[src/rtl/gdio_port_map.vh]
// Purpose: Register offsets, reset values and widths of the I/O port
// Assumes: Included by the port module only
// Notes:   Offsets are relative to the port base parameter
`ifndef GDIO_PORT_MAP_VH
`define GDIO_PORT_MAP_VH

// Port width in pins
`define GDIO_PINS            8
`define GDIO_ADDR_W          6

// Register offsets from the port base
`define GDIO_OFS_INPUT_LEVEL 6'h00
`define GDIO_OFS_DIRECTION   6'h01
`define GDIO_OFS_OUTPUT_VAL  6'h02

// Reset values
`define GDIO_RST_DIRECTION   8'h00
`define GDIO_RST_OUTPUT_VAL  8'h00
`define GDIO_RST_INPUT_LEVEL 8'h00
`define GDIO_RST_RDATA       8'h00
`define GDIO_UNMAPPED_RDATA  8'h00

// Pin enable levels (output enable is active low)
`define GDIO_OE_N_OFF        8'hFF

`endif

[src/rtl/gdio_port.v]
// Purpose: One eight-pin general digital I/O port with its three registers
// Assumes: Core I/O bus with byte and single-bit access, core_clk at 10 MHz
// Notes:   Pin drive and pull-up flops clear without a clock so pins float
//
// Overview of operation
// - Single-bit set or clear leaves other pins
// - Three I/O addresses per port
// - Input register read-only; others read-write
// - Global pull-up off kills all but override pull-ups
// - Direction one output, zero input
// - Input with value one enables pull-up
// - Reset tri-states pins without a clock
// - Output pin drives its value bit
// - Input level readable whatever the direction
// - Latch holds at fall, register loads rising
// - Pin change seen after half to 1.5 periods
// - Written value reaches input one period later
// - Alternate function leaves other pins usable
// - Deep sleep clamps input unless overridden
// - Pull-up only for dir0, value1, global off0 unless overridden
`include "gdio_port_map.vh"
`timescale 1ns/10ps

module gdio_port
#(
    parameter [`GDIO_ADDR_W-1:0] PORT_BASE = 6'h10,
    parameter                    PINS      = `GDIO_PINS
)
(
    input  wire                    core_clk,
    input  wire                    rstn,
    input  wire                    clkEn,
    input  wire [`GDIO_ADDR_W-1:0] ioAddr,
    input  wire                    ioWr,
    input  wire [PINS-1:0]         ioWrData,
    input  wire                    ioSetBit,
    input  wire                    ioClrBit,
    input  wire [2:0]              ioBitIdx,
    input  wire                    ioRd,
    output reg  [PINS-1:0]         ioRdData_ff,
    input  wire                    globalPullupOff,
    input  wire                    sleepClamp,
    input  wire [PINS-1:0]         sleepOverride,
    input  wire [PINS-1:0]         pullupOvrEn,
    input  wire [PINS-1:0]         pullupOvrVal,
    input  wire [PINS-1:0]         padIn,
    output reg  [PINS-1:0]         padOut_ff,
    output reg  [PINS-1:0]         padOeN_ff,
    output reg  [PINS-1:0]         pullupEn_ff
);

    reg  [PINS-1:0] dirReg_ff;
    reg  [PINS-1:0] outReg_ff;
    reg  [PINS-1:0] syncLatch_ff;
    reg  [PINS-1:0] inLevel_ff;
    reg  [PINS-1:0] nxt_dirReg;
    reg  [PINS-1:0] nxt_outReg;
    reg  [PINS-1:0] nxt_pullup;
    reg  [PINS-1:0] nxt_rdData;
    reg  [PINS-1:0] bitMask;
    wire [PINS-1:0] digIn;
    wire            hitIn;
    wire            hitDir;
    wire            hitOut;

    // Address decode, one location per register
    assign hitIn  = (ioAddr == PORT_BASE + `GDIO_OFS_INPUT_LEVEL);
    assign hitDir = (ioAddr == PORT_BASE + `GDIO_OFS_DIRECTION);
    assign hitOut = (ioAddr == PORT_BASE + `GDIO_OFS_OUTPUT_VAL);

    // Register writes: whole byte or a single bit
    always @*
    begin
        bitMask    = {{(PINS-1){1'b0}}, 1'b1} << ioBitIdx;
        nxt_dirReg = dirReg_ff;
        nxt_outReg = outReg_ff;
        if (hitDir)
        begin
            if (ioWr)
                nxt_dirReg = ioWrData;
            else if (ioSetBit)
                nxt_dirReg = dirReg_ff | bitMask;
            else if (ioClrBit)
                nxt_dirReg = dirReg_ff & ~bitMask;
        end
        else if (hitOut)
        begin
            if (ioWr)
                nxt_outReg = ioWrData;
            else if (ioSetBit)
                nxt_outReg = outReg_ff | bitMask;
            else if (ioClrBit)
                nxt_outReg = outReg_ff & ~bitMask;
        end
        // Writes to the input location fall through untouched
    end

    // Pull-up only for input, value one, global off clear, unless overridden
    always @*
    begin
        nxt_pullup = ~nxt_dirReg & nxt_outReg
                   & {PINS{~globalPullupOff}};
        // Alternate function takes the pull-up of its own pins only
        nxt_pullup = (pullupOvrEn & pullupOvrVal)
                   | (~pullupOvrEn & nxt_pullup);
    end

    // Read mux; unmapped offsets answer zero
    always @*
    begin
        if (hitIn)
            nxt_rdData = inLevel_ff;
        else if (hitDir)
            nxt_rdData = dirReg_ff;
        else if (hitOut)
            nxt_rdData = outReg_ff;
        else
            nxt_rdData = `GDIO_UNMAPPED_RDATA;
    end

    // Configuration registers and read data
    always @(posedge core_clk)
    begin
        if (!rstn)
        begin
            dirReg_ff   <= `GDIO_RST_DIRECTION;
            outReg_ff   <= `GDIO_RST_OUTPUT_VAL;
            ioRdData_ff <= `GDIO_RST_RDATA;
        end
        else if (clkEn)
        begin
            dirReg_ff <= nxt_dirReg;
            outReg_ff <= nxt_outReg;
            if (ioRd)
                ioRdData_ff <= nxt_rdData;
        end
    end

    // Pin drivers take next values so the pin moves with the register.
    // Cleared without a clock: pins must float even with a dead clock.
    always @(posedge core_clk or negedge rstn)
    begin
        if (!rstn)
        begin
            padOeN_ff   <= `GDIO_OE_N_OFF;
            padOut_ff   <= `GDIO_RST_OUTPUT_VAL;
            pullupEn_ff <= {PINS{1'b0}};
        end
        else if (clkEn)
        begin
            padOeN_ff   <= ~nxt_dirReg;
            padOut_ff   <= nxt_outReg;
            pullupEn_ff <= nxt_pullup;
        end
    end

    // Deep sleep forces the digital input low ahead of the latch
    assign digIn = padIn & ~({PINS{sleepClamp}} & ~sleepOverride);

    // Latch stage: tracks while clock high, holds from the falling edge.
    // Modelled as a falling-edge flop, which gives the same held value.
    always @(negedge core_clk)
    begin
        if (!rstn)
            syncLatch_ff <= `GDIO_RST_INPUT_LEVEL;
        else if (clkEn)
            syncLatch_ff <= digIn;
    end

    // Input register loads the held value at the next rising edge
    always @(posedge core_clk)
    begin
        if (!rstn)
            inLevel_ff <= `GDIO_RST_INPUT_LEVEL;
        else if (clkEn)
            inLevel_ff <= syncLatch_ff;
    end

endmodule // gdio_port

[config.mk]
export PLATFORM = sky130hd
export DESIGN_NAME = gdio_port
export DESIGN_NICKNAME = d
export VERILOG_FILES = /design/src/rtl/gdio_port.v
export VERILOG_INCLUDE_DIRS = /design/src /design/src/rtl
export SDC_FILE = /design/constraint.sdc
export NUM_CORES = 1
export LEC_CHECK = 0
export BUFFER_PORTS_ARGS = -buffer_cell sky130_fd_sc_hd__buf_4
export CORE_AREA = 2 2 78 80
export CTS_CLUSTER_SIZE = 20
export DETAILED_ROUTE_END_ITERATION = 10
export DIE_AREA = 0 0 80 82
export HOLD_SLACK_MARGIN = 0.06
export PLACE_DENSITY = 0.8
export SLEW_MARGIN = 20
export SYNTH_ARGS = -nofsm -noshare
export SYNTH_HDL_FRONTEND = slang
export SYNTH_SLANG_ARGS = --single-unit
[constraint.sdc]
create_clock -name core_clk -period 3.1 [get_ports core_clk]
set_clock_uncertainty 0.1 [all_clocks]
set_input_delay 0.31 -clock core_clk [delete_from_list [all_inputs] [get_ports core_clk]]
set_output_delay 0.31 -clock core_clk [all_outputs]
set_load 0.01 [all_outputs]
Word-level counts from Yosys, hierarchy flattened --
Cells that the tools add are included.
Word-level totals: flip-flop bits (word level) 64, logic and storage cells 42, input port bits 58
Operators by class: shift-type cells 1, equal/unequal tests 3, muxes and demuxes 12, reductions and logical operators 1, bitwise gates (word level) 17
Operators with widths (count):
- two-way mux 8 bit | 12
- AND 8 bit | 8
- inverter 8 bit | 5
- bitwise OR 8 bit | 3
- equality test 6 x 5 -> 1 bit (second input constant) | 3
- left shift 1 x 3 -> 8 bit (first input constant) | 1
- AND reduction 2 bit | 1
- inverter 1 bit | 1

Depth between registers and ports, before layout --
Gate-level depths: netlist of run 1.
depth in word-level cells 12, depth in mapped cells 7

==> impl_metrics.csv, run 1 <==
group,metric,value,unit
logic_synthesis,syn-cell-area,3100,µm²
clock_network,htree_levels,3,
floorplan,core-area,5750,µm²
run_status,status,"completed",
critical_path,worst_r2r_path_depth,2,
critical_path,path_buf_inv,2,
pwr,seqPwrFrac,0.450,
clock_network,root_buffer,"clkbuf_8",
global_routing,grt_usage,0.259,
pwr,internal_power,1510,µW
layout,design.final.nets,476,
drt,drt-pass1-iter-count,4,
clock_network,cts_buffers,9,
clock_network,cts_setup_buffers,0,
sta,whs,0.0650,ns
placement,dp.cells,469,
logic_synthesis,synth_flop_cell,"dfxtp_1",
pwr,leakagePower,0.00184,µW
sta,final-setup-viol-count,0,
layout,finish.utilization,0.710,
logic_synthesis,synth-seq-cells,64,
floorplan,die_x,80,µm
pwr,p_clk_frac,0.396,
drt,via_per_inst,5.80,
critical_path,cp_max_fo,35,
floorplan,rows,28,
pwr,vdd_ir_drop_max,0.287,mV
logic_synthesis,synthArstFlopShare,0.375,
floorplan,dieArea,6560,µm²
layout,drive_gt1_frac,0.300,
placement,portBuffers,89,
critical_path,r2r-start,"syncLatch_ff[5]$_SDFFE_NN0P_",
global_routing,grt_pass1_wl,13100,µm
layout,area_growth,31.7,%
critical_path,critPathLaunchType,"input pin",
logic_synthesis,yosys-top-cells-area,"dfxtp_1, dfrtp_1, dfstp_2, o211ai_1, a21oi_1",
logic_synthesis,yosysTopAreaCell,"dfxtp_1",
drt,route.detailed.drc,0,
sta,max-slew-margin-rel,0.545,
clock_network,clock_path_buffers,2,
logic_synthesis,ys_warn_count,0,
floorplan,initial_core_util,0.539,
min_path,worstHoldStart,"pullupOvrEn[1]",
pwr,power_density,505,nW/µm²
placement,hpwl,5810,µm
critical_path,rrSetupSlack,0.79,ns
logic_synthesis,synth_edf_count,0,
sta,rsz0062_at_grt,"false",
drt,drt.antenna.violating_nets,0,
global_routing,antenna_found_initial,0,
logic_synthesis,synth_top_area_frac,0.259,
drt,dr.first_iter.drc_count,199,
global_routing,grt.overflow.total,0,
min_path,hp-class,"in -> reg",
clock_network,cts_tree,"yes",
drt,wl,8210,µm
critical_path,cp_top_family,"buffers and inverters",
logic_synthesis,synth_common_cells,"dfxtp_1, a21oi_1, nand2_1, o211ai_1, o21ai_0",
drt,dr_total_vias,2890,
global_routing,grt_max_degree,63,
critical_path,critPathSlowestCell,"dlygate4sd3_1",
layout,final_cells,498,
floorplan,die-height,82,µm
run,max-cap-violations,0,
clock_network,clkTransAtPathRegs,0.06,ns
drt,wl_per_cell,16.5,µm
floorplan,num_io_pins,90,
critical_path,cp.arrival,1.39,ns
logic_synthesis,yosysMostFrequentCell,"dfxtp_1",
placement,globalplace.congestion,0.881,
layout,fillers,465,
critical_path,required,1.74,ns
critical_path,critical_path_class,"in -> reg",
min_path,hold_path_depth,2,
sta,hold_viol_final,0,
logic_synthesis,avgSynthCellArea,9.53,µm²
pwr,switching_share,0.265,
logic_synthesis,syn-num-nets,383,
layout,multiInputGateArea,1510,µm²
logic_synthesis,ys_seq_area_frac,0.456,
sta,finalMaxSlewViolations,0,
clock_network,cts.sinks,64,
sta,final.setup.tns,0,ns
layout,seq_area,1410,µm²
pwr,pwr-share-comb,0.155,
layout,antennaDiodeCount,0,
critical_path,cp-end-kind,"register",
clock_network,clock_latency,0.38,ns
critical_path,reg2reg_to,"inLevel_ff[5]$_SDFFE_PN0P_",
critical_path,max_stage_delay,0.53,ns
global_routing,grt_pass1_vias,2694,
min_path,min_to,"pullupEn_ff[1]$_DFFE_PN0P_",
sta,tightest_slew,0.673,ns
pwr,p_switching,545,µW
logic_synthesis,synthDistinctLibCells,40,
critical_path,worstPathCellList,"dlygate4sd3_1 > buf_4 > a21boi_0",
logic_synthesis,synth_cells,325,
-- cells by family after synthesis --
kind of cell | share of synthesized area
flops | 0.456
mux | 0.0295
buf+inv | 0.0570
compound gates | 0.310
simple gates | 0.147
-- layout by cell type, fill, tap and decap left out, drive strengths merged --
master	Yosys	layout
dfxtp	40	40
and2	4	4
nand2	27	27
o211a	7	7
and4	1	1
clkinv	0	2
o21a	1	1
dfrtp	16	16
buf	12	96
bufinv	0	2
a21o	1	1
o21ai	24	24
nor2	8	8
dfstp	8	8
a21boi	8	8
and3	7	7
a32o	1	1
a31o	1	1
nor3b	1	1
and4b	3	3
nor4b	2	2
mux2	1	1
a221o	7	7
inv	11	20
o211ai	24	24
nand3	1	1
o41ai	9	9
a221oi	8	8
a21oi	30	30
nand2b	3	3
o31ai	6	6
nor4bb	3	3
nor2b	19	19
a22oi	8	8
clkbuf	15	9
clkinvlp	0	1
mux2i	8	8
dlygate4sd3	0	6
-- worst reg2reg max path, delay by kind of cell (launching register included) --
| kind | cells | cell delay (ns) |
|---|---|---|
| mux | 1 | 0.14 |
| simple gates | 1 | 0.06 |
| flops | 1 | 0.31 |
-- layout make-up --
cell class,instances,area share
Clock buffer,9,0.0304
Clock inverter,15,0.0298
Inverter,10,0.00921
Multi-Input combinational cell,223,0.370
Sequential cell,64,0.346
Tap cell,75,0.0230
Timing Repair Buffer,102,0.191
-- power by group through the flow --
| stage | logic (µW) | clock network, µW | registers, µW |
|---|---|---|---|
| after floorplan | 140 | 17.9 | 950 |
| after global placement | 305 | 17.9 | 938 |
| after detailed placement | 312 | 17.9 | 941 |
| after CTS | 318 | 824 | 925 |
| after global routing | 351 | 867 | 931 |
| final | 319 | 815 | 926 |
-- stage by stage --
| stage | worst slack (ns) | instance area (µm²) | power [µW] |
|---|---|---|---|
| after floorplan | 0.218 | 3100 | 1110 |
| after global placement | 0.425 | 3780 | 1260 |
| after detailed placement | 0.366 | 3780 | 1270 |
| after CTS | 0.341 | 4070 | 2070 |
| after global routing | 0.303 | 4080 | 2150 |
| final | 0.349 | 4080 | 2060 |
-- metal layers --
metal,GRT usage,share of wire,vias to the layer above
met5,0,0,-
met4,0.0610,0.013,0
met3,0.0495,0.056,18
met2,0.461,0.51,99
met1,0.325,0.42,1370
li1,-,-,1403
-- registers in the layout, summed over array words and instances, names as in the netlist --
name / count
pullupEn_ff: 8
ioRdData_ff: 8
dirReg_ff: 8
syncLatch_ff: 8
inLevel_ff: 8
padOeN_ff: 8
padOut_ff: 8
outReg_ff: 8
-- worst max path at each step --
stage	start	to	slack (ns)	cells past startpoint
2_1_floorplan	clkEn	syncLatch_ff[0]$_SDFFE_NN0P_	0.22	5
3_3_place_gp	clkEn	syncLatch_ff[7]$_SDFFE_NN0P_	0.42	4
3_5_place_dp	clkEn	syncLatch_ff[7]$_SDFFE_NN0P_	0.37	4
4_1_cts	rstn	syncLatch_ff[7]$_SDFFE_NN0P_	0.34	3
5_1_grt	rstn	syncLatch_ff[7]$_SDFFE_NN0P_	0.30	3
6_report	rstn	syncLatch_ff[7]$_SDFFE_NN0P_	0.35	3
-- repair_timing --
| item | in CTS | in global routing |
|---|---|---|
| endpoints found under the hold margin | 16 | 1 |
| resized for setup | 0 | 0 |
| endpoints found under the setup margin | 0 | 0 |
| hold buffers | 5 | 1 |
(Power assumes the default switching activity.)
==> run 2, diff against run 1 <==
Settings changed: ABC_CLOCK_PERIOD_IN_PS set to 3100, CORE_AREA 2 2 78 80 to 2 2 98 100, DIE_AREA 0 0 80 82 to 0 0 100 102, PLACE_DENSITY 0.8 to 0.53, SLEW_MARGIN 20 to not set.
==> run 2 against run 1 <==
Net effect:
- combinational power increased by 2%
- worst setup slack gained 0.16 ns
- clock power rose by 10%
- highest routed layer unchanged
==> impl_metrics.csv, run 2 (synthesized netlist as in run 1, its figures left out) <==
group,metric,value,unit
run_status,status,"completed",
critical_path,cp.depth,3,
clock_network,cts.sinks,64,
global_routing,grt_pass1_wl,14600,µm
critical_path,required,1.70,ns
floorplan,rows,35,
placement,portBuffers,89,
critical_path,endpoint,"syncLatch_ff[3]$_SDFFE_NN0P_",
floorplan,die_x,100,µm
floorplan,num_io_pins,90,
layout,antennaDiodeCount,0,
placement,hpwl,6500,µm
sta,final.setup.tns,0,ns
clock_network,cts_tree,"yes",
critical_path,worst_r2r_path_depth,2,
layout,layout_common_cells,"buf_4, dfxtp_1, a21oi_1",
layout,area_growth,34.6,%
sta,max-slew-margin-rel,0.514,
critical_path,critical_path_class,"in -> reg",
critical_path,critPathLaunchType,"input pin",
floorplan,core-area,9110,µm²
pwr,power_density,515,nW/µm²
layout,final_cells,536,
drt,route.detailed.drc,0,
critical_path,cp-end-kind,"register",
placement,dp.cells,505,
clock_network,clock_latency,0.38,ns
pwr,report.power.total,2150,µW
drt,dr_total_vias,2836,
floorplan,initial_core_util,0.340,
layout,final_common_cell,"buf_4",
clock_network,clock_path_buffers,2,
sta,final-setup-viol-count,0,
min_path,hp-class,"in -> reg",
pwr,vdd_ir_drop_max,0.215,mV
clock_network,htree_levels,3,
sta,rsz0062_at_grt,"false",
sta,whs,0.149,ns
critical_path,reg2reg_to,"inLevel_ff[2]$_SDFFE_PN0P_",
clock_network,cts_setup_buffers,0,
critical_path,rrSetupSlack,0.80,ns
pwr,leakagePower,0.00186,µW
placement,post-place-ws,0.321,ns
drt,drt-pass1-iter-count,4,
drt,via_per_inst,5.29,
drt,dr.first_iter.drc_count,159,
critical_path,path_buf_inv,2,
floorplan,die-height,102,µm
sta,hold_viol_final,0,
global_routing,antenna_found_initial,0,
drt,wl,8980,µm
global_routing,grt_pass1_vias,2841,
critical_path,cp.arrival,1.19,ns
drt,drt.antenna.violating_nets,0,
sta,tightest_slew,0.719,ns
global_routing,grt_max_degree,64,
critical_path,critPathSlowestCell,"dlygate4sd3_1",
sta,finalMaxSlewViolations,0,
clock_network,root_buffer,"clkbuf_8",
floorplan,dieArea,10200,µm²
layout,design.final.nets,478,
placement,globalplace.congestion,0.804,
clock_network,clkTransAtPathRegs,0.08,ns
clock_network,cts_buffers,9,
layout,drive_gt1_frac,0.299,
layout,fillers,894,
critical_path,worstPathCellList,"dlygate4sd3_1 > buf_4 > a21boi_0",
critical_path,crit_start,"rstn",
global_routing,grt.overflow.total,0,
critical_path,max_stage_delay,0.58,ns
sta,timing.final.ws_setup,0.506,ns
drt,wl_per_cell,16.8,µm
global_routing,grt_usage,0.183,
clock_network,cts_resized,0,
run,max-cap-violations,0,
critical_path,cp_max_fo,9,
critical_path,r2r-start,"syncLatch_ff[2]$_SDFFE_NN0P_",
critical_path,cp_top_family,"buffers and inverters",
run 2: changes by cell type in the layout (fill, tap and decap cells not counted):
cell / delta
clkbuf_16: +1
clkinv_2: +2
dlygate4sd3_1: +2
inv_4: -2
clkinv_4: -1
bufinv_8: +1
clkinvlp_2: -1
run 2: what timing repair did:
| item | in CTS | in global routing |
|---|---|---|
| endpoints found under the setup margin | 0 | 0 |
| endpoints found under the hold margin | 12 | 0 |
| hold buffers | 8 | 0 |
run 2: area by class of cell:
| type | instances | area [µm²] | area share |
|---|---|---|---|
| multi-input combinational | 223 | 1510 | 0.362 |
| tap | 111 | 139 | 0.0333 |
| clock buffer | 10 | 149 | 0.0357 |
| clock inverter | 14 | 123 | 0.0294 |
| inverter | 10 | 37.5 | 0.00900 |
| sequential | 64 | 1410 | 0.339 |
| timing repair buffer | 104 | 801 | 0.192 |
run 2: power by group:
part | leakage, µW | switching, µW | internal [µW] | total (µW)
Combinational | 0.00108 | 163 | 161 | 324
Sequential | 0.000615 | 34.6 | 891 | 925
Clock | 0.000172 | 348 | 550 | 898
Total | 0.00186 | 545 | 1600 | 2150
run 2: worst min-delay path by stage:
stage	endpoint	startpoint	depth (start not counted)
floorplan	padOut_ff[0]$_DFFE_PN0P_	rstn	0
global placement	syncLatch_ff[7]$_SDFFE_NN0P_	syncLatch_ff[7]$_SDFFE_NN0P_	2
detailed placement	syncLatch_ff[7]$_SDFFE_NN0P_	syncLatch_ff[7]$_SDFFE_NN0P_	2
CTS	pullupEn_ff[4]$_DFFE_PN0P_	globalPullupOff	2
global route	pullupEn_ff[4]$_DFFE_PN0P_	globalPullupOff	2
finish	pullupEn_ff[4]$_DFFE_PN0P_	globalPullupOff	2
run 2: layer usage:
| layer | wire (µm) | part of all wire | GRT usage | vias to the layer above |
|---|---|---|---|---|
| met4 | 89 | 0.0099 | 0.0464 | 0 |
| met5 | 0 | 0 | 0 | - |
| met2 | 4150 | 0.46 | 0.310 | 90 |
| li1 | - | - | - | 1414 |
| met3 | 483 | 0.054 | 0.0369 | 11 |
| met1 | 4250 | 0.47 | 0.242 | 1321 |
run 2: per-stage QoR:
step	util	area, µm²
after global placement	0.420	3820
after floorplan	-	3100
after CTS	0.458	4170
after detailed placement	0.420	3820
final	0.458	4170
after global routing	0.458	4170
==> run 3, diff against run 2 <==
Settings changed: ABC_AREA set to 1, ABC_CLOCK_PERIOD_IN_PS 3100 to 2500, CORE_AREA 2 2 98 100 to 2 2 101 103, DIE_AREA 0 0 100 102 to 0 0 103 105.
Clock period 3.1 ns to 2.5 ns, I/O delays scaled along.
==> run 3 against run 2 <==
Net effect:
- sequential share of layout area fell by 1.1 points
- core utilization fell by 1.1 points
- non-clock buffer count fell by 4
- clock-buffer cell count did not move
- die area rose by 6.0%
- sequential power rose by 21%
- first-iteration DRC count fell by 1.9%
==> impl_metrics.csv, run 3 <==
group,metric,value,unit
run_status,status,"completed",
critical_path,critical_path_class,"in -> reg",
sta,max-slew-margin-rel,0.585,
drt,via_per_inst,4.72,
logic_synthesis,yosys-top-cells-area,"dfxtp_1, nand2_1, dfrtp_1, o21ai_0, dfstp_2",
pwr,leakagePower,0.00203,µW
logic_synthesis,muxShareOfSynthArea,0,
critical_path,cp_max_fo,22,
critical_path,required,1.48,ns
global_routing,grt_pass1_wl,15900,µm
sta,tightest_slew,0.622,ns
layout,area_growth,30.6,%
critical_path,cp-end-kind,"register",
clock_network,clock_latency,0.39,ns
critical_path,cp.arrival,1.28,ns
sta,rsz0062_at_grt,"false",
sta,final.setup.tns,0,ns
drt,drt.antenna.violating_nets,0,
logic_synthesis,syn-num-nets,524,
logic_synthesis,synth_flop_cell,"dfxtp_1",
pwr,seqPwrFrac,0.464,
logic_synthesis,synth-simple-area-share,0.326,
layout,seq_area,1410,µm²
logic_synthesis,synth_top_family_by_area,"simple AND/OR/NAND/NOR gates",
layout,layout_common_cells,"nand2_1, buf_4, nor2_1",
pwr,internal_power,1700,µW
layout,design.final.nets,618,
placement,portBuffers,89,
logic_synthesis,synth_cells,466,
clock_network,htree_levels,3,
clock_network,cts_resized,0,
sta,finalMaxSlewViolations,0,
run,max-cap-violations,0,
drt,wl,9580,µm
logic_synthesis,syn-cell-area,3300,µm²
floorplan,die-height,105,µm
critical_path,r2r-start,"syncLatch_ff[6]$_SDFFE_NN0P_",
critical_path,critPathLaunchType,"input pin",
logic_synthesis,synth-compound-area-share,0.164,
pwr,p_switching,716,µW
clock_network,clock_path_buffers,2,
floorplan,rows,36,
logic_synthesis,synthDistinctLibCells,28,
pwr,vdd_ir_drop_max,0.236,mV
global_routing,grt.overflow.total,0,
layout,finish.utilization,0.447,
logic_synthesis,yosysMostFrequentCell,"nand2_1",
sta,final-setup-viol-count,0,
placement,globalplace.congestion,0.846,
logic_synthesis,synth_edf_count,0,
pwr,pwr-share-comb,0.152,
logic_synthesis,yosysTopAreaCell,"dfxtp_1",
global_routing,antenna_found_initial,0,
pwr,switching_share,0.296,
floorplan,initial_core_util,0.342,
logic_synthesis,synth_common_cells,"nand2_1, nor2_1, o21ai_0, dfxtp_1, a21oi_1",
clock_network,root_buffer,"clkbuf_8",
floorplan,core-area,9640,µm²
logic_synthesis,ys_seq_area_frac,0.428,
global_routing,grt_usage,0.188,
logic_synthesis,synthArstFlopShare,0.375,
critical_path,worstPathCellList,"dlygate4sd3_1 > buf_4 > o21ai_0 > a21oi_1",
global_routing,grt_max_degree,36,
drt,dr_total_vias,3293,
pwr,report.power.total,2420,µW
sta,hold_viol_final,0,
clock_network,clkTransAtPathRegs,0.07,ns
layout,multiInputGateArea,1620,µm²
logic_synthesis,yosys.area_share.adder,0,
critical_path,cp_top_family,"buffers and inverters",
clock_network,cts_buffers,9,
drt,dr.first_iter.drc_count,156,
layout,final_common_cell,"nand2_1",
layout,antennaDiodeCount,0,
logic_synthesis,synth_xor_area_frac,0,
critical_path,path_buf_inv,2,
min_path,worstHoldStart,"pullupOvrEn[6]",
layout,drive_gt1_frac,0.241,
floorplan,num_io_pins,90,
clock_network,cts.sinks,64,
sta,timing.final.ws_setup,0.191,ns
logic_synthesis,ys_warn_count,0,
pwr,power_density,562,nW/µm²
placement,post-place-ws,0.257,ns
critical_path,crit_start,"rstn",
pwr,p_clk_frac,0.384,
global_routing,grt_pass1_vias,3280,
logic_synthesis,avgSynthCellArea,7.07,µm²
min_path,hp-class,"in -> reg",
drt,wl_per_cell,13.7,µm
critical_path,critPathSlowestCell,"dlygate4sd3_1",
logic_synthesis,synth_top_area_frac,0.243,
critical_path,max_stage_delay,0.54,ns
drt,drt-pass1-iter-count,4,
floorplan,die_x,103,µm
layout,fillers,1017,
placement,hpwl,6930,µm
logic_synthesis,synth-seq-cells,64,
clock_network,cts_tree,"yes",
floorplan,dieArea,10800,µm²
drt,route.detailed.drc,0,
[run 3: cell count changes after synthesis, moves of 19 or more]
| cell | before | now |
|---|---|---|
| nand2_1 | 27 | 154 |
| nor2_1 | 8 | 48 |
| nand3_1 | 1 | 27 |
| o211ai_1 | 24 | 0 |
| nor2b_1 | 19 | 0 |
| o21ai_0 | 24 | 43 |
[run 3: per-stage QoR]
step	std cells	hold slack, ns	instance area (µm²)
2_1_floorplan	466	-0.146	3300
4_1_cts	698	0.0604	4310
6_report	698	0.0696	4310
3_3_place_gp	669	0.343	4020
3_5_place_dp	669	0.342	4020
5_1_grt	698	0.0991	4310
[run 3: routing by layer]
layer	vias up	global-route usage	wire length [µm]
met5	-	0	0
met4	0	0.0677	127
met1	1492	0.261	4600
met3	13	0.0308	477
met2	83	0.291	4370
li1	1705	-	-
[run 3: power groups by stage]
stage                     sequential [µW]  combinational, µW  clock [µW]
after floorplan                      1150                178        22.2
after global placement               1140                358        22.2
after detailed placement             1140                365        22.2
after CTS                            1120                373         949
after global routing                 1130                414        1010
final                                1120                369         928
[run 3: cell families (layout without fill, tap and decap cells)]
logic type,after synthesis,after routing
AOI/OAI and AO/OA,97,97
buffers and inverters,54,153
DFF,64,64
and+or+nand+nor,251,251
[run 3: layout make-up]
class                      instances  share of cell area
multi-input combinational        348               0.375
sequential                        64               0.328
timing repair buffer             100               0.181
tap                              133              0.0387
clock buffer                      10              0.0346
inverter                          29              0.0253
clock inverter                    14              0.0177
[run 3: timing repair]
action,in CTS,in global routing
endpoints found under the hold margin,21,0
endpoints found under the setup margin,0,0
hold buffers,6,0
buffers inserted,0,0
[run 3: final timing paths]
path                                                end  slack [ns]  cells after the start
min in group asynchronous      padOut_ff[3]$_DFFE_PN0P_        0.59                      3
min                          pullupEn_ff[6]$_DFFE_PN0P_        0.07                      4
max                        syncLatch_ff[5]$_SDFFE_NN0P_        0.19                      4
max in group asynchronous      padOeN_ff[3]$_DFFE_PN1P_        1.36                      3
min reg2reg                  inLevel_ff[7]$_SDFFE_PN0P_        0.35                      2
max reg2reg                  inLevel_ff[6]$_SDFFE_PN0P_        0.47                      2
[run 3: worst reg2reg max path, cell delays in order, from the launching register on]
cell	delay, ns
dfxtp_1	0.29
o21ai_0	0.18
a21oi_1	0.05
